## config.mk

```make
export PLATFORM = sky130hd
export DESIGN_NAME = acs_top
export DESIGN_NICKNAME = d
export VERILOG_FILES = /design/src/rtl/acs_pkg.sv /design/src/rtl/acs_sync.sv /design/src/rtl/acs_sar.sv /design/src/rtl/acs_top.sv
export SDC_FILE = /design/constraint.sdc
export NUM_CORES = 1
export LEC_CHECK = 0
export ABC_AREA = 1
export ABC_CLOCK_PERIOD_IN_PS = 6800
export CAP_MARGIN = 20
export CORE_MARGIN = 8
export CORE_UTILIZATION = 50
export CTS_CLUSTER_SIZE = 8
export DETAILED_ROUTE_END_ITERATION = 10
export DONT_BUFFER_PORTS = 1
export PLACE_DENSITY_LB_ADDON = 0.05
export SKIP_LAST_GASP = 1
export SYNTH_ARGS = -nofsm -noshare
export SYNTH_HDL_FRONTEND = slang
export SYNTH_SLANG_ARGS = --single-unit
```

## constraint.sdc

```tcl
create_clock -name clk -period 6.8 [get_ports clk]
set_input_delay 0.34 -clock clk [delete_from_list [all_inputs] [get_ports clk]]
set_output_delay 0.34 -clock clk [all_outputs]
set_load 0.01 [all_outputs]
```

## src/rtl/acs_pkg.sv

```systemverilog
// Shared constants and carrier types for the acquire/convert sequencer
package acs_pkg;

    // Acquisition phase lengths in master clock cycles
    localparam int unsigned COARSE_CYC = 6;
    localparam int unsigned FINE_CYC = 9;

    // End-of-conversion strobe length and hold recognition divider
    localparam int unsigned EOC_CYC = 4;
    localparam int unsigned HOLD_DIV = 4;

    // Default result width
    localparam int unsigned RES_W = 16;

    // Width of the phase and strobe counters
    localparam int unsigned CNT_W = 4;

    // Reset values of the pin-side outputs (all strobes idle high)
    localparam logic TRACK_DONE_RST = 1'b1;
    localparam logic CONV_DONE_RST = 1'b1;

    // Sequencer states, Gray coded from ST_COARSE to ST_CONV along the asynchronous path
    typedef enum logic [2:0] {
        ST_COARSE = 3'h0,
        ST_FINE = 3'h1,
        ST_TRACKED = 3'h3,
        ST_ALIGN = 3'h2,
        ST_CONV = 3'h6
    } acs_state_t;

    // Control strobes arriving on pins from the far side
    typedef struct packed {
        logic chip_select_n;
        logic read_strobe_n;
        logic reg_select;
        logic sample_hold_n;
        logic bipolar_select;
        logic loopback_en;
    } acs_pins_t;

    localparam int unsigned PINS_W = $bits(acs_pins_t);

    // Reset value of synchronised pins: strobes idle high, modes low
    localparam acs_pins_t PINS_RST = '{
        chip_select_n: 1'b1,
        read_strobe_n: 1'b1,
        reg_select: 1'b0,
        sample_hold_n: 1'b1,
        bipolar_select: 1'b0,
        loopback_en: 1'b0
    };

    // Capacitor array switch settings shown to the analog side
    typedef struct packed {
        logic precharge;
        logic finecharge;
        logic hold;
        logic half_array;
    } acs_array_t;

endpackage

```

## src/rtl/acs_sync.sv

```systemverilog
// Three-stage pin synchroniser with agreement filter
`timescale 1ns/1ps
`default_nettype none
module acs_sync
    import acs_pkg::*;
#(
    parameter int unsigned W = PINS_W,
    parameter logic [W-1:0] RST_VAL = '0
) (
    // Clock and reset
    input wire logic clk,
    input wire logic rst,
    input wire logic ce,
    // Raw and filtered levels
    input wire logic [W-1:0] din,
    output logic [W-1:0] dout
);

    logic [W-1:0] s1_q;
    logic [W-1:0] s2_q;
    logic [W-1:0] s3_q;
    logic [W-1:0] agree;

    // Stage one feeds only stage two
    always_ff @(posedge clk or posedge rst) begin
        if (rst) begin
            s1_q <= RST_VAL;
            s2_q <= RST_VAL;
            s3_q <= RST_VAL;
            dout <= RST_VAL;
        end else if (ce) begin
            s1_q <= din;
            s2_q <= s1_q;
            s3_q <= s2_q;
            dout <= (agree & s2_q) | (~agree & dout);
        end
    end

    // A bit changes only once stages two and three agree
    assign agree = ~(s2_q ^ s3_q);

endmodule
`default_nettype wire

```

## src/rtl/acs_sar.sv

```systemverilog
// Successive-approximation register; result coding is the same for both ranges
`timescale 1ns/1ps
`default_nettype none
module acs_sar
    import acs_pkg::*;
#(
    parameter int unsigned W = RES_W
) (
    // Clock and reset
    input wire logic clk,
    input wire logic rst,
    input wire logic ce,
    // Control
    input wire logic start,
    input wire logic bipolar,
    input wire logic comp_above,
    // Results
    output logic [W-1:0] trial,
    output logic busy,
    output logic done,
    output logic [W-1:0] result
);

    logic [W-1:0] bit_q;
    logic [W-1:0] keep;
    logic last;

    // Comparator high keeps the bit under trial
    assign keep = comp_above ? trial : (trial & ~bit_q);
    assign last = bit_q[0];

    // One bit decided per cycle, MSB first
    always_ff @(posedge clk or posedge rst) begin
        if (rst) begin
            bit_q <= '0;
            trial <= '0;
            busy <= 1'b0;
            done <= 1'b0;
            result <= '0;
        end else if (ce) begin
            done <= 1'b0;
            if (start) begin
                bit_q <= {1'b1, {(W-1){1'b0}}};
                trial <= {1'b1, {(W-1){1'b0}}};
                busy <= 1'b1;
            end else if (busy) begin
                bit_q <= bit_q >> 1;
                trial <= (keep | (bit_q >> 1));
                if (last) begin
                    busy <= 1'b0;
                    done <= 1'b1;
                    // Same trial order serves both ranges: a code
                    // of all zeros is negative full scale either way
                    result <= keep;
                end
            end
        end
    end

endmodule
`default_nettype wire

```

## src/rtl/acs_top.sv

```systemverilog
// Acquire, hold and convert sequencer for a calibrating SAR converter
// Behaviour
// - After conversion done falls: 6 coarse cycles, 9 fine cycles, then track done low.
// - First six tracking cycles pre-charge the array from the buffered input.
// - Afterwards the array fine-charges straight from the unbuffered input pin.
// - In loopback, falling track done drives hold low and captures the sample.
// - In loopback, conversion starts on the next master clock rising edge.
// - In asynchronous use, track done stays low until hold goes low.
// - Asynchronous hold captures at once; conversion may start up to four cycles later.
// - Track done returns high when conversion of the held sample begins.
// - Conversion done falls when a conversion completes and the result is valid.
// - Standalone strapping returns conversion done high four cycles after it falls.
// - Under processor control, conversion done rises within four cycles of a read.
// - Conversion done rises four cycles after hold low seen on a divide-by-four edge.
// - Bipolar select low gives unipolar range and straight binary results.
// - Bipolar select high gives bipolar range and offset-binary results.
// - Positive full scale reads all ones, negative full scale all zeros.
// - Bipolar select may change after calibration without recalibrating.
`timescale 1ns/1ps
`default_nettype none
module acs_top
    import acs_pkg::*;
#(
    parameter int unsigned RES_BITS = RES_W
) (
    // Clock, reset and clock enable
    input wire logic clk,
    input wire logic rst,
    input wire logic ce,
    // Strobes and mode pins from the far side
    input wire acs_pins_t pins,
    // Comparator decision for the current trial
    input wire logic comp_above,
    // Handshake pins
    output logic track_done_n,
    output logic conversion_done_n,
    // Array switches and DAC trial code
    output acs_array_t array_sw,
    output logic [RES_BITS-1:0] dac_trial,
    // Status
    output logic tracking,
    output logic converting,
    // Result bus
    output logic [RES_BITS-1:0] data_out
);

    // Elaboration-time parameter check
    if (RES_BITS < 2 || RES_BITS > 32) begin : g_bad_width
        $error("RES_BITS must lie between 2 and 32");
    end

    localparam logic [CNT_W-1:0] COARSE_LAST = CNT_W'(COARSE_CYC - 1);
    localparam logic [CNT_W-1:0] FINE_LAST = CNT_W'(FINE_CYC - 1);
    localparam logic [CNT_W-1:0] EOC_LAST = CNT_W'(EOC_CYC - 1);
    localparam logic [1:0] DIV_LAST = 2'(HOLD_DIV - 1);

    // Counter wrap test used by the phase and strobe counters
    function automatic logic at_last(input logic [CNT_W-1:0] cnt,
                                     input logic [CNT_W-1:0] last);
        at_last = (cnt == last);
    endfunction

    // Registers
    acs_state_t state_q;
    acs_state_t state_d;
    logic [CNT_W-1:0] phase_q;
    logic [CNT_W-1:0] phase_d;
    logic [1:0] div_q;
    logic [CNT_W-1:0] eoc_cnt_q;
    logic eoc_run_q;
    logic track_done_n_q;
    logic conversion_done_n_q;
    logic hold_q;
    logic bip_conv_q;
    logic hold_seen_q;
    logic read_act_q;

    // Synchronised pin levels
    acs_pins_t pin_s;

    acs_sync #(
        .W(PINS_W),
        .RST_VAL(PINS_RST)
    ) u_sync (
        .clk(clk),
        .rst(rst),
        .ce(ce),
        .din(pins),
        .dout(pin_s)
    );

    // SAR core
    logic sar_start;
    logic sar_busy;
    logic sar_done;
    logic [RES_BITS-1:0] sar_trial;
    logic [RES_BITS-1:0] sar_result;

    acs_sar #(
        .W(RES_BITS)
    ) u_sar (
        .clk(clk),
        .rst(rst),
        .ce(ce),
        .start(sar_start),
        .bipolar(bip_conv_q),
        .comp_above(comp_above),
        .trial(sar_trial),
        .busy(sar_busy),
        .done(sar_done),
        .result(sar_result)
    );

    // Decoded events
    wire coarse_end;
    wire fine_end;
    wire div_edge;
    wire hold_low;
    wire loopback;
    wire read_act;
    wire read_rise;
    wire hold_recog;
    wire conv_go;
    wire eoc_fire;

    assign coarse_end = (state_q == ST_COARSE) && at_last(phase_q, COARSE_LAST);
    assign fine_end = (state_q == ST_FINE) && at_last(phase_q, FINE_LAST);
    assign div_edge = (div_q == DIV_LAST);
    assign hold_low = ~pin_s.sample_hold_n;
    assign loopback = pin_s.loopback_en;

    // Data read: chip select and read low with data selected
    assign read_act = ~pin_s.chip_select_n & ~pin_s.read_strobe_n & pin_s.reg_select;
    assign read_rise = read_act & ~read_act_q;

    // Hold only counts when seen on a divide-by-four edge
    assign hold_recog = hold_low & div_edge;

    // Loopback starts on our own track done; async waits for the /4 edge
    assign conv_go = (state_q == ST_TRACKED && loopback)
                     || (state_q == ST_ALIGN && div_edge);
    assign sar_start = conv_go;

    // Conversion done rise: standalone level read, fresh read, or hold
    assign eoc_fire = ~conversion_done_n_q && ~eoc_run_q
                      && (read_act || read_rise || (hold_recog && ~hold_seen_q));

    // Next-state logic for the acquire/convert sequence
    always_comb begin
        state_d = state_q;
        phase_d = phase_q + CNT_W'(1);
        case (state_q)
            ST_COARSE: begin
                if (coarse_end) begin
                    state_d = ST_FINE;
                    phase_d = '0;
                end
            end
            ST_FINE: begin
                if (fine_end) begin
                    state_d = ST_TRACKED;
                    phase_d = '0;
                end
            end
            ST_TRACKED: begin
                phase_d = '0;
                if (loopback) begin
                    state_d = ST_CONV;
                end else if (hold_low) begin
                    state_d = ST_ALIGN;
                end
            end
            ST_ALIGN: begin
                phase_d = '0;
                if (div_edge) begin
                    state_d = ST_CONV;
                end
            end
            ST_CONV: begin
                phase_d = '0;
                if (sar_done) begin
                    state_d = ST_COARSE;
                end
            end
            default: begin
                state_d = ST_COARSE;
                phase_d = '0;
            end
        endcase
    end

    // State and phase counter
    always_ff @(posedge clk or posedge rst) begin
        if (rst) begin
            state_q <= ST_COARSE;
            phase_q <= '0;
        end else if (ce) begin
            state_q <= state_d;
            phase_q <= phase_d;
        end
    end

    // Free-running divide-by-four phase for hold recognition
    always_ff @(posedge clk or posedge rst) begin
        if (rst) begin
            div_q <= '0;
        end else if (ce) begin
            div_q <= div_q + 2'h1;
        end
    end

    // Track done: low at end of fine charge, high as conversion begins
    always_ff @(posedge clk or posedge rst) begin
        if (rst) begin
            track_done_n_q <= TRACK_DONE_RST;
        end else if (ce) begin
            if (conv_go) begin
                track_done_n_q <= 1'b1;
            end else if (fine_end) begin
                track_done_n_q <= 1'b0;
            end
        end
    end

    // Sample hold switch: opened by loopback or by the outside hold
    always_ff @(posedge clk or posedge rst) begin
        if (rst) begin
            hold_q <= 1'b0;
        end else if (ce) begin
            if (sar_done) begin
                hold_q <= 1'b0;
            end else if (fine_end && loopback) begin
                hold_q <= 1'b1;
            end else if (state_q == ST_TRACKED && hold_low) begin
                hold_q <= 1'b1;
            end
        end
    end

    // Range latched at conversion start for the SAR only; array_sw.half_array follows the live pin and can change mid-conversion
    always_ff @(posedge clk or posedge rst) begin
        if (rst) begin
            bip_conv_q <= 1'b0;
        end else if (ce) begin
            if (conv_go) begin
                bip_conv_q <= pin_s.bipolar_select;
            end
        end
    end

    // Conversion done strobe and its four-cycle return timer
    always_ff @(posedge clk or posedge rst) begin
        if (rst) begin
            conversion_done_n_q <= CONV_DONE_RST;
            eoc_cnt_q <= '0;
            eoc_run_q <= 1'b0;
        end else if (ce) begin
            if (sar_done) begin
                conversion_done_n_q <= 1'b0;
                eoc_cnt_q <= '0;
                eoc_run_q <= 1'b0;
            end else if (conv_go) begin
                conversion_done_n_q <= 1'b1;
                eoc_run_q <= 1'b0;
            end else if (eoc_fire) begin
                eoc_run_q <= 1'b1;
                eoc_cnt_q <= CNT_W'(1);
            end else if (eoc_run_q) begin
                eoc_cnt_q <= eoc_cnt_q + CNT_W'(1);
                if (at_last(eoc_cnt_q, EOC_LAST)) begin
                    conversion_done_n_q <= 1'b1;
                    eoc_run_q <= 1'b0;
                end
            end
        end
    end

    // Edge memories for read and hold recognition
    always_ff @(posedge clk or posedge rst) begin
        if (rst) begin
            read_act_q <= 1'b0;
            hold_seen_q <= 1'b0;
        end else if (ce) begin
            read_act_q <= read_act;
            if (~hold_low) begin
                hold_seen_q <= 1'b0;
            end else if (hold_recog) begin
                hold_seen_q <= 1'b1;
            end
        end
    end

    // Registered outputs
    always_ff @(posedge clk or posedge rst) begin
        if (rst) begin
            array_sw <= '0;
            tracking <= 1'b0;
            converting <= 1'b0;
            data_out <= '0;
        end else if (ce) begin
            array_sw.precharge <= (state_d == ST_COARSE);
            array_sw.finecharge <= (state_d == ST_FINE)
                                   || (state_d == ST_TRACKED);
            array_sw.hold <= hold_q;
            // Bipolar uses half the array on the input
            array_sw.half_array <= pin_s.bipolar_select;
            tracking <= (state_d == ST_COARSE) || (state_d == ST_FINE)
                        || (state_d == ST_TRACKED);
            // Raised on the start edge so it rises together with track done
            converting <= sar_start || sar_busy;
            // Result updated in the cycle conversion done falls
            if (sar_done) begin
                data_out <= sar_result;
            end
        end
    end

    // Trial code straight from the SAR flop: a second register here would
    // make the comparator judge the previous cycle's trial
    assign dac_trial = sar_trial;
    assign track_done_n = track_done_n_q;
    assign conversion_done_n = conversion_done_n_q;

endmodule
`default_nettype wire

```

=== After elaboration in Yosys (flattened, before gate mapping) ===
Index checks and enable logic that the tools add are counted.

* Bits in latches: 0
* Flip-flop bits (word level): 115
* Word-level logic and storage cells: 137
* Bits in read-only memories: 0
* Output and inout port bits: 40
* Bits in writable memories: 0
* Memories: 0

* Div/mod/pow operators: 0
* Reduce and logical (&&, ||, !) cells: 33
* Multiplexer cells: 42
* Multipliers: 0
* Equal/unequal tests: 12
* Add/subtract/negate cells: 3
* Bitwise gates (word level): 21
* Magnitude comparators: 0
* Shift operators: 0

{| class="wikitable"
|+ Operators by type and width
! cell !! count
|-
| 16-bit two-way mux || 5
|-
| 4-bit two-way mux || 6
|-
| 1-bit two-way mux || 23
|-
| 3-bit two-way mux || 6
|-
| 16-bit bitwise AND || 1
|-
| 16-bit NOT || 1
|-
| 16-bit by 15-bit OR with 16-bit output || 1
|-
| 3-bit case mux with 5 select lines || 1
|-
| 6-bit bitwise AND || 2
|-
| 6-bit NOT || 2
|-
| 3-bit nonzero test || 4
|-
| 2-bit AND reduction || 5
|-
| 3-bit by 2-bit equality test with 1-bit output (second input constant) || 3
|-
| 1-bit logical AND || 9
|-
| 4-bit by 1-bit adder with 4-bit output (second input constant) || 2
|-
| 1-bit NOT || 8
|-
| 4-bit case mux with 2 select lines || 1
|-
| 4-bit AND reduction || 2
|-
| 1-bit logical OR || 7
|-
| 3-bit by 1-bit equality test with 1-bit output (second input constant) || 2
|-
| 3-bit zero test || 2
|-
| 6-bit OR || 1
|-
| 2-bit nonzero test || 3
|-
| 6-bit XOR || 1
|-
| 10 further kinds || 13
|}

=== Depth between registers and ports, before layout ===
Gate-level depths: netlist (run 1).

* Depth in word-level cells: 10
* Depth in mapped cells: 10

=== Hierarchy ===
Synthesis (run 1) repeated with hierarchy kept, for this count alone.

* Cell total of the unflattened synthesis: 641
* Area total of the unflattened synthesis: 5286.3 sq um

{| class="wikitable"
|+ By module, submodules not included
! module !! seq. area each (sq um) !! cells each !! times used !! area each (sq um)
|-
| acs_sar || 1251.2 || 266 || 1 || 2157.1
|-
| acs_top || 1028.5 || 250 || 1 || 2077.0
|-
| acs_sync || 615.6 || 125 || 1 || 1052.3
|}

=== Least setup slack after synthesis (run 1) ===
Ideal clock, no wire load.

* Kind: reg-to-reg
* Start: reg div_q[0]
* End: reg u_sar.result[10]
* Slack: 5454 ps
* Period minus slack after synthesis: 1346 ps
* Stages on the path, launching flop included: 9
* Data arrival time: 1216 ps
* Library setup time: 131 ps
* Buffers on the path: 1
* Data required time: 6669 ps
* Cell sequence: dfrtp_1 ha_1 inv_1 nand2_1 nand3_4 nand3_2 buf_2 nand2_1 o21ai_0

* Longest elaborated chain between the ends: 5

{| class="wikitable"
|+ Ends and longest elaborated chain
! element !! line !! text
|-
| from (decl) || acs_top.sv:68 || <nowiki>logic [1:0] div_q;</nowiki>
|-
| from (signal assigned) || acs_top.sv:208 || <nowiki>div_q <= div_q + 2'h1;</nowiki>
|-
| 2-bit equality test || acs_top.sv:128 || <nowiki>assign div_edge = (div_q == DIV_LAST);</nowiki>
|-
| 1-bit logical AND || acs_top.sv:141 || <nowiki>|| (state_q == ST_ALIGN && div_edge);</nowiki>
|-
| 1-bit logical OR || acs_top.sv:141 ||
|-
| 1-bit NOT (no source line) || -- ||
|-
| 4-bit AND reduction (no source line) || -- ||
|-
| to (signal assigned) || acs_sar.sv:54 || <nowiki>result <= keep;</nowiki>
|-
| to (decl) || acs_sar.sv:21 || <nowiki>output logic [W-1:0] result</nowiki>
|}

No other way between the ends.
A chain may end at the register's enable or synchronous reset.

=== Final worst setup path (run 1) ===
* Start: reg u_sar.busy
* End: reg u_sar.result[2]

* Longest elaborated chain between the ends: 1

{| class="wikitable"
|+ Ends and longest elaborated chain
! element !! line !! text
|-
| from (decl) || acs_sar.sv:19 || <nowiki>output logic busy,</nowiki>
|-
| from (signal assigned) || acs_sar.sv:37 || <nowiki>busy <= 1'b0;</nowiki>
|-
| from (signal assigned) || acs_sar.sv:45 || <nowiki>busy <= 1'b1;</nowiki>
|-
| from (signal assigned) || acs_sar.sv:50 || <nowiki>busy <= 1'b0;</nowiki>
|-
| 4-bit AND reduction (no source line) || -- ||
|}

No other way between the ends.

==> run_results.csv, run 1 <==
group,metric,value,unit
sta,hold_slack,56.9,ps
synth,syn_area,4810,um2
detailed_routing,finalWirelength,9890,um
placed_design,placed_cell_area,4890,um2
placed_design,port_buffers,0,
detailed_routing,drtPass1Iterations,5,
sta,period_needed,1830,ps
synth,ys_warn_count,0,
worst_setup_path,start_kind,"register",
synth,synth_simple_gate_area_share,22.6,%
detailed_routing,drtIter0Drc,313,
floorplanning,initial_utilization,51.8,%
detailed_routing,routed_via_density,5.12,
power_and_ir_drop,p_switching,804,uW
min_path,min_path_type,"in2reg",
synth,yosysUniqueCellTypes,26,
worst_setup_path,worstSetupPathType,"reg2reg",
sta,slew_viol_final,0,
worst_setup_path,crit_chain,"nand2_1 -> inv_2 -> nand3_2 -> o21ai_0",
sta,rsz0062_at_grt,"false",
worst_setup_path,regToRegStartpoint,"u_sar.busy",
sta,max_freq,0.545,GHz
clock_network,clk_pin_slew_worst_paths,50,ps
synth,synth_adder_area_share,1.30,%
clock_network,insertion_delay,510,ps
floorplanning,fp.dieW,114,um
synth,synth_top_family_by_area,"simple AND/OR/NAND/NOR gates",
finish,diodes,0,
clock_network,cts_tree,"yes",
global_routing,grt_max_degree,85,
synth,post-synth-top-area-cell,"dfrtp_1",
detailed_routing,wire_per_inst,14.2,um
worst_setup_path,crit_path_max_fanout,35,
power_and_ir_drop,ir_drop,0.270,mV
finish,final_common_cell,"nand2_1",
clock_network,cts_root_buf,"clkbuf_8",
worst_setup_path,crit_path_max_incr_delay,520,ps
floorplanning,dieArea,13000,um2
synth,synth-xor-area-share,0.729,%
worst_setup_path,cp_slowest_cell,"nand3_2",
sta,finalClockSkew,13.9,ps
finish,area_growth,16.4,%
worst_setup_path,arrival,2230,ps
global_routing,grt_pass1_vias,3509,
synth,synth.area.mux_share,0,%
worst_setup_path,crit_start,"u_sar.busy",
finish,layout-drive-gt1-share,10.0,%
sta,relSlewSlack,58.2,%
synth,synthesis.nets,563,
global_routing,grt_util_all_layers,16.8,%
floorplanning,std_cell_rows,35,
synth,synth_compound_area_share,9.99,%
floorplanning,die_h,114,um
synth,ys_seq_area_share,59.7,%
sta,fin_crit_sh,27.0,%
clock_network,cts.sinks,114,
synth,synth_top_area_share,52.1,%
power_and_ir_drop,clkPwrFrac,35.0,%
sta,worstMarginPinSlew,626,ps
power_and_ir_drop,intPower,1.62,mW
sta,setup_viol,0,
floorplanning,ios,50,
power_and_ir_drop,comb_power_share,20.4,%
placed_design,gp_routability_congestion,0.775,
clock_network,ctsHtreeMaxLevel,4,
synth,syn_inst,548,
clock_network,ctsLongestPathBuffers,2,
power_and_ir_drop,switching_share,33.2,%
outcome,status,"finished, final reports clean",
sta,hold_viol_final,0,
synth,synth-seq-cells,114,
worst_setup_path,cp.required,7200,ps
worst_setup_path,crit_family,"simple AND/OR/NAND/NOR gates",
clock_network,numCtsBuffers,17,
global_routing,grt_first_pass_wirelength,17200,um
clock_network,ctsResizeCount,0,
sta,setup_tns,0,ps
floorplanning,coreArea,9280,um2
detailed_routing,drc,0,
worst_setup_path,end_kind,"register",
power_and_ir_drop,seqPwrFrac,44.6,%
synth,postSynthAreaPerCell,8.77,um2
finish,layout.nets,572,
global_routing,grt_overflow,0,
placed_design,dp_hpwl,6400,um
finish,fin_area,5590,um2
min_path,worstHoldStart,"ce",
power_and_ir_drop,p_leak,2.72,nW
finish,final_cell_mix,"nand2_1 (196), dfrtp_1 (100), o21ai_0 (68)",
detailed_routing,ant_nets,0,
power_and_ir_drop,pwr_density_cell,433,nW/um2
worst_setup_path,cp_num_buf_inv,1,
detailed_routing,via_count,3579,
synth,yosys-top-cells-area,"dfrtp_1 (52%), nand2_1 (15%), dfstp_2 (7.7%)",
run,max-cap-violations,0,
global_routing,antenna_found_initial,0,
==> power groups by stage <==
stage	logic (mW)	clock network [mW]	registers [mW]
after global placement	0.472	0	1.09
after detailed placement	0.488	0	1.09
after CTS	0.498	0.865	1.08
after floorplan	0.401	0	1.04
final	0.495	0.849	1.08
after global routing	0.587	0.898	1.11
==> per-stage QoR <==
stage	util [%]	setup slack (ps)	total power, mW	std cells
after floorplan	-	3470	1.44	548
after global placement	52.6	4970	1.56	657
after detailed placement	52.6	4940	1.58	657
after CTS	60.0	4930	2.45	698
after global routing	60.3	4710	2.60	699
final	60.3	4970	2.42	699
==> registers in the layout, indices dropped and copies added, names as in the netlist, 2 cells and up, named ones only <==
| name | flops |
|---|---|
| array_sw | 4 |
| data_out | 16 |
| div_q | 2 |
| eoc_cnt_q | 4 |
| phase_q | 4 |
| state_q | 3 |
| u_sar.bit_q | 16 |
| u_sar.result | 16 |
| u_sar.trial | 16 |
| u_sync.s1_q | 6 |
| u_sync.s2_q | 6 |
| u_sync.s3_q | 6 |
==> cells in the mapped netlist <==
cell type  count
buf_2          8
clkinv_1       1
inv_2          3
dfstp_2       14
inv_1         42
xor2_1         4
dfrtp_1      100
a31oi_1        2
nand3_2        1
nor2_4         3
nand4_1        5
nand3b_1       1
o21ai_0       68
buf_1          3
nand3_1       26
nand3_4        1
nor2_1        32
clkbuf_1      10
buf_6          1
a22oi_1        1
ha_1           5
o21ai_1       13
a21oi_1        2
o21a_1         1
o211ai_1       5
nand2_1      196
==> area by class of cell <==
type | instances | area [um2]
clock buffer | 23 | 477
tap | 129 | 161
inverter | 46 | 175
clock inverter | 9 | 104
timing repair buffer | 12 | 143
multi-input combinational | 366 | 1660
sequential | 114 | 2870
fill | 824 | 3690
==> final timing paths <==
| kind | end | slack [ps] | depth (start not counted) |
|---|---|---|---|
| worst max-delay path | u_sar.result[2] | 4970 | 4 |
| max in group asynchronous | conversion_done_n | 5530 | 4 |
| worst min-delay path | hold_q | 60 | 2 |
| worst min register to register | u_sync.s1_q[4] | 460 | 2 |
| worst max register to register | u_sar.result[2] | 4970 | 4 |
| min in group asynchronous | converting | 290 | 2 |
==> layer usage <==
metal	global-route usage, %	vias up	wire [um]
met5	0	-	0
met4	6.65	0	83
met3	6.28	8	705
met2	23.6	79	4330
met1	22.7	1711	4770
li1	-	1781	-
==> repair_timing <==
item | in CTS | in global routing
endpoints found under the hold margin | 68 | 0
hold buffers | 9 | 0
setup buffers | 0 | 0
==> kinds of logic after synthesis <==
logic type | count (synthesis)
fa+ha+maj | 5
buf+inv | 68
flops | 114
simple gates | 265
xor+xnor | 4
compound gates | 92
Power figures use the tool's default switching activity.
==> run 2: changes to the inputs <==
--- a/config.mk
+++ b/config.mk
@@ -6,7 +6,7 @@
 export NUM_CORES = 1
 export LEC_CHECK = 0
 export ABC_AREA = 1
-export ABC_CLOCK_PERIOD_IN_PS = 6800
+export ABC_CLOCK_PERIOD_IN_PS = 1700
 export CAP_MARGIN = 20
 export CORE_MARGIN = 8
 export CORE_UTILIZATION = 50
==> constraint.sdc (replaced) <==
create_clock -name clk -period 1.7 [get_ports clk]
set_input_delay 0.085 -clock clk [delete_from_list [all_inputs] [get_ports clk]]
set_output_delay 0.085 -clock clk [all_outputs]
set_load 0.01 [all_outputs]
==> run 2 against run 1 <==
Sequential power increased to 4.0 times the previous value. Routed wire length decreased by 1.3%. Fmax is 19% higher. Register-to-register slack lost 4800 ps. First-iteration DRC count decreased by 19%. Design area grew 0.27%. Count of clock-buffer cells in the layout is 4 higher. Clock power rose to 3.7 times the previous value. Hold slack gained 120 ps. Largest power group unchanged. Highest routed layer unchanged.
==> run_results.csv, run 2 (same netlist as run 1, synthesis figures left out) <==
group,metric,value,unit
outcome,status,"finished, final reports clean",
clock_network,ctsLongestPathBuffers,2,
floorplanning,fp.dieW,114,um
worst_setup_path,cp.required,2120,ps
global_routing,grt_util_all_layers,16.7,%
detailed_routing,ant_nets,0,
detailed_routing,drtPass1Iterations,5,
min_path,min_path_type,"in2async",
power_and_ir_drop,p_leak,2.73,nW
finish,area_growth,16.7,%
clock_network,ctsHtreeMaxLevel,4,
floorplanning,dieArea,13000,um2
clock_network,numCtsBuffers,17,
clock_network,clk_pin_slew_worst_paths,50,ps
sta,setup_tns,0,ps
sta,fin_crit_sh,90.6,%
floorplanning,coreArea,9280,um2
finish,final_core_util,60.4,%
global_routing,busiest_layer,"met1",
power_and_ir_drop,total_power,9.48,mW
finish,layout-drive-gt1-share,10.1,%
placed_design,gp_routability_congestion,0.811,
run,max-cap-violations,0,
sta,max_freq,0.650,GHz
placed_design,port_buffers,0,
global_routing,grt_use_met1,23.4,%
sta,hold_viol_final,0,
worst_setup_path,regToRegStartpoint,"div_q[0]",
global_routing,grt_first_pass_wirelength,17000,um
placed_design,placed_cell_area,4930,um2
global_routing,grt_overflow,0,
global_routing,grt_max_degree,115,
power_and_ir_drop,pwr_density_cell,1690,nW/um2
detailed_routing,drtIter0Drc,254,
detailed_routing,drc,0,
sta,rsz0062_at_grt,"false",
clock_network,cts.sinks,114,
finish,diodes,0,
floorplanning,die_h,114,um
finish,layout.nets,579,
floorplanning,ios,50,
finish,fin_area,5610,um2
sta,worstMarginPinSlew,620,ps
worst_setup_path,crit_path_max_fanout,15,
global_routing,grt_pass1_vias,3384,
global_routing,antenna_found_initial,0,
finish,final_cell_mix,"nand2_1 (196), dfrtp_1 (100), o21ai_0 (68)",
global_routing,use_met2,22.8,%
worst_setup_path,end_kind,"register",
worst_setup_path,worstSetupPathType,"reg2reg",
detailed_routing,wire_per_inst,13.8,um
floorplanning,initial_utilization,51.8,%
worst_setup_path,rr_endpoint,"u_sar.bit_q[10]",
sta,slew_viol_final,0,
finish,final_common_cell,"nand2_1",
worst_setup_path,start_kind,"register",
placed_design,dp_hpwl,6360,um
power_and_ir_drop,ir_drop,0.805,mV
worst_setup_path,r2r_setup_slack,160,ps
sta,relSlewSlack,58.6,%
clock_network,cts_root_buf,"clkbuf_8",
detailed_routing,via_count,3517,
clock_network,insertion_delay,510,ps
worst_setup_path,reg2reg_depth,6,
clock_network,cts_tree,"yes",
worst_setup_path,arrival,1960,ps
global_routing,grt_util_met3,6.33,%
clock_network,cts_setup_buffers,0,
detailed_routing,routed_via_density,4.98,
sta,finalClockSkew,6.73,ps
sta,period_needed,1540,ps
floorplanning,std_cell_rows,35,
sta,setup_viol,0,
detailed_routing,finalWirelength,9770,um
sta,hold_slack,172,ps
[run 2: routing by layer]
metal	part of all wire, %	wire (um)	vias up
met4	0.95	93	0
met2	42	4080	82
met5	0	0	-
li1	-	-	1785
met1	50	4870	1643
met3	7.4	719	7
[run 2: power breakdown]
part / leakage (nW) / internal [mW] / switching (mW)
registers: 1.44 / 3.57 / 0.742
clock network: 0.268 / 2.01 / 1.14
logic: 1.02 / 0.710 / 1.31
total: 2.73 / 6.29 / 3.19
[run 2: per-stage QoR]
step / instances / worst slack [ps]
global route: 706 / 4.79
floorplan: 548 / 241
global placement: 661 / 224
detailed placement: 661 / 154
finish: 706 / 160
CTS: 706 / 146
[run 2: worst max-delay path by stage]
stage | cells past startpoint | startpoint | to
finish | 6 | div_q[0] | u_sar.bit_q[10]
global route | 6 | div_q[0] | u_sar.bit_q[10]
CTS | 6 | div_q[0] | u_sar.bit_q[10]
detailed placement | 6 | div_q[0] | u_sar.bit_q[10]
global placement | 6 | div_q[0] | u_sar.bit_q[9]
floorplan | 1 | rst | async pin
[run 2: repair_timing]
action / CTS / global route
endpoints found under the hold margin: 194 / 0
hold buffers: 13 / 0
gates resized for setup: 0 / 0
[run 2: cell type report]
class                   instances  area (um2)
clock buffers                  27         512
flip-flops and latches        114        2870
fillers                       847        3670
well taps                     129         161
clock inverters                 5        27.5
repair buffers                 19         198
multi-input cells             366        1660
inverters                      46         176
[run 2: worst max-delay path: stages, from the launching register on]
cell and delay (ps):
dfrtp_1 390, ha_1 220, inv_1 70, nand2_1 80, nand3_4 120, nand2_1 290, o21ai_0 270
==> run 3: changes to the inputs <==
--- a/config.mk
+++ b/config.mk
@@ -14,6 +14,7 @@
 export DETAILED_ROUTE_END_ITERATION = 10
 export DONT_BUFFER_PORTS = 1
 export PLACE_DENSITY_LB_ADDON = 0.05
+export RECOVER_POWER = 100
 export SKIP_LAST_GASP = 1
 export SYNTH_ARGS = -nofsm -noshare
 export SYNTH_HDL_FRONTEND = slang
==> run 3 against run 2 <==
Sequential share of layout area about the same. Critical endpoint is now hold_seen_q. Clock skew rose by 0.52 ps. Sequential power about the same. Non-clock buffer count did not move. Sequential cell count is the same. Final cell count is the same. Design area about the same. Hold slack improved by 12 ps.
==> run_results.csv, run 3 (same netlist as run 1, synthesis figures left out) <==
group,metric,value,unit
outcome,status,"finished, final reports clean",
clock_network,cts_setup_buffers,0,
clock_network,ctsHtreeMaxLevel,4,
finish,register_area,2870,um2
finish,diodes,0,
clock_network,insertion_delay,500,ps
detailed_routing,drtIter0Drc,275,
floorplanning,initial_utilization,51.8,%
worst_setup_path,cp.required,2090,ps
global_routing,grt_util_met3,6.33,%
finish,final_cell_mix,"nand2_1 (196), dfrtp_1 (100), o21ai_0 (71)",
sta,finalClockSkew,7.25,ps
sta,setup_tns,0,ps
power_and_ir_drop,clkPwrFrac,33.1,%
detailed_routing,finalWirelength,9770,um
finish,area_growth,16.6,%
global_routing,grt_util_all_layers,16.7,%
global_routing,grt_pass1_vias,3384,
detailed_routing,via_count,3500,
sta,hold_viol_final,0,
clock_network,cts.sinks,114,
power_and_ir_drop,p_leak,2.73,nW
clock_network,clk_pin_slew_worst_paths,50,ps
placed_design,pre_cts_ws,154,ps
power_and_ir_drop,switching_share,33.6,%
clock_network,cts_tree,"yes",
detailed_routing,wire_per_inst,13.8,um
sta,relSlewSlack,55.2,%
floorplanning,fp.dieW,114,um
worst_setup_path,worstSetupPathType,"in2reg",
worst_setup_path,crit_chain,"dlygate4sd3_1 -> buf_12 -> inv_1 -> clkbuf_2 -> o21ai_0 -> o21ai_0 -> inv_1",
power_and_ir_drop,seqPwrFrac,45.5,%
sta,fin_ws,160,ps
global_routing,busiest_layer,"met1",
worst_setup_path,rr_endpoint,"u_sar.bit_q[10]",
placed_design,gp_routability_congestion,0.811,
floorplanning,die_h,114,um
clock_network,ctsLongestPathBuffers,2,
worst_setup_path,r2r_setup_slack,160,ps
sta,setup_viol,0,
detailed_routing,drc,0,
global_routing,grt_first_pass_wirelength,17000,um
worst_setup_path,start_kind,"input port",
placed_design,port_buffers,0,
floorplanning,dieArea,13000,um2
sta,worstMarginPinSlew,672,ps
detailed_routing,drtPass1Iterations,4,
worst_setup_path,crit_path_max_fanout,48,
min_path,min_path_type,"in2async",
clock_network,numCtsBuffers,17,
global_routing,grt_use_met1,23.4,%
clock_network,ctsResizeCount,0,
worst_setup_path,cp_slowest_cell,"dlygate4sd3_1",
finish,fill_cells,847,
finish,layout-drive-gt1-share,9.71,%
power_and_ir_drop,p_switching,3.18,mW
floorplanning,std_cell_rows,35,
worst_setup_path,end_kind,"register",
finish,layout.nets,579,
placed_design,dp_hpwl,6360,um
floorplanning,coreArea,9280,um2
power_and_ir_drop,pwr_density_cell,1690,nW/um2
global_routing,use_met2,22.8,%
sta,slew_viol_final,0,
detailed_routing,routed_via_density,4.96,
run,max-cap-violations,0,
worst_setup_path,arrival,1930,ps
global_routing,antenna_found_initial,0,
clock_network,postCtsHoldBufs,13,
worst_setup_path,reg2reg_depth,6,
sta,period_needed,1540,ps
power_and_ir_drop,ir_drop,0.799,mV
worst_setup_path,crit_start,"ce",
clock_network,cts_root_buf,"clkbuf_8",
global_routing,grt_max_degree,115,
finish,final_common_cell,"nand2_1",
detailed_routing,ant_nets,0,
finish,multi_input_area,1660,um2
worst_setup_path,crit_path_max_incr_delay,590,ps
power_and_ir_drop,total_power,9.46,mW
worst_setup_path,regToRegStartpoint,"div_q[0]",
sta,rsz0062_at_grt,"false",
power_and_ir_drop,comb_power_share,21.3,%
floorplanning,ios,50,
sta,fin_crit_sh,90.6,%
sta,max_freq,0.649,GHz
global_routing,grt_overflow,0,
power_and_ir_drop,intPower,6.28,mW
## run 3: cell types whose count changed in the layout (fill, tap and decap cells not counted), moves of 2 or more
cell | previous run | this run
o21ai_0 | 68 | 71
o21ai_1 | 13 | 10
buf_4 | 5 | 3
dfstp_1 | 0 | 2
dfstp_2 | 14 | 12
## run 3: power by group through the flow
stage / sequential (mW) / combinational (mW) / clock (mW)
after detailed placement: 4.36 / 1.99 / 0
after CTS: 4.33 / 2.05 / 3.22
after global routing: 4.43 / 2.39 / 3.35
after floorplan: 4.15 / 1.60 / 0
final: 4.31 / 2.02 / 3.13
after global placement: 4.34 / 1.93 / 0
## run 3: critical path, delay by kind of cell
family	cells	cell delay [ps]
buf+inv	5	1540
compound gates	2	300
## run 3: through the flow
step	instance area [um2]	hold WS, ps	util, %	cells
5_1_grt	5600	219	60.4	706
3_5_place_dp	4930	184	53.1	661
3_3_place_gp	4930	180	53.1	661
2_1_floorplan	4810	181	-	548
4_1_cts	5610	202	60.4	706
6_report	5600	184	60.4	706
## run 3: area by class of cell
class | instances | area share [%]
clock inverter | 5 | 0.491
inverter | 46 | 3.10
sequential | 114 | 51.2
clock buffer | 27 | 9.13
tap | 129 | 2.88
multi-input combinational | 366 | 29.7
timing repair buffer | 19 | 3.48
## run 3: how the worst max path moves through the flow
stage	slack, ps	depth (start not counted)	endpoint
detailed placement	150	6	u_sar.bit_q[10]
finish	160	7	hold_seen_q
floorplan	240	1	async pin
global route	4	8	u_sar.result[10]
CTS	150	6	u_sar.bit_q[10]
global placement	220	6	u_sar.bit_q[9]
## run 3: routing by layer
layer / share of wire, % / wire, um / vias to the layer above
met5: 0 / 0 / -
met3: 7.6 / 739 / 2
li1: - / - / 1780
met2: 43 / 4160 / 82
met4: 0.43 / 42 / 0
met1: 49 / 4830 / 1636
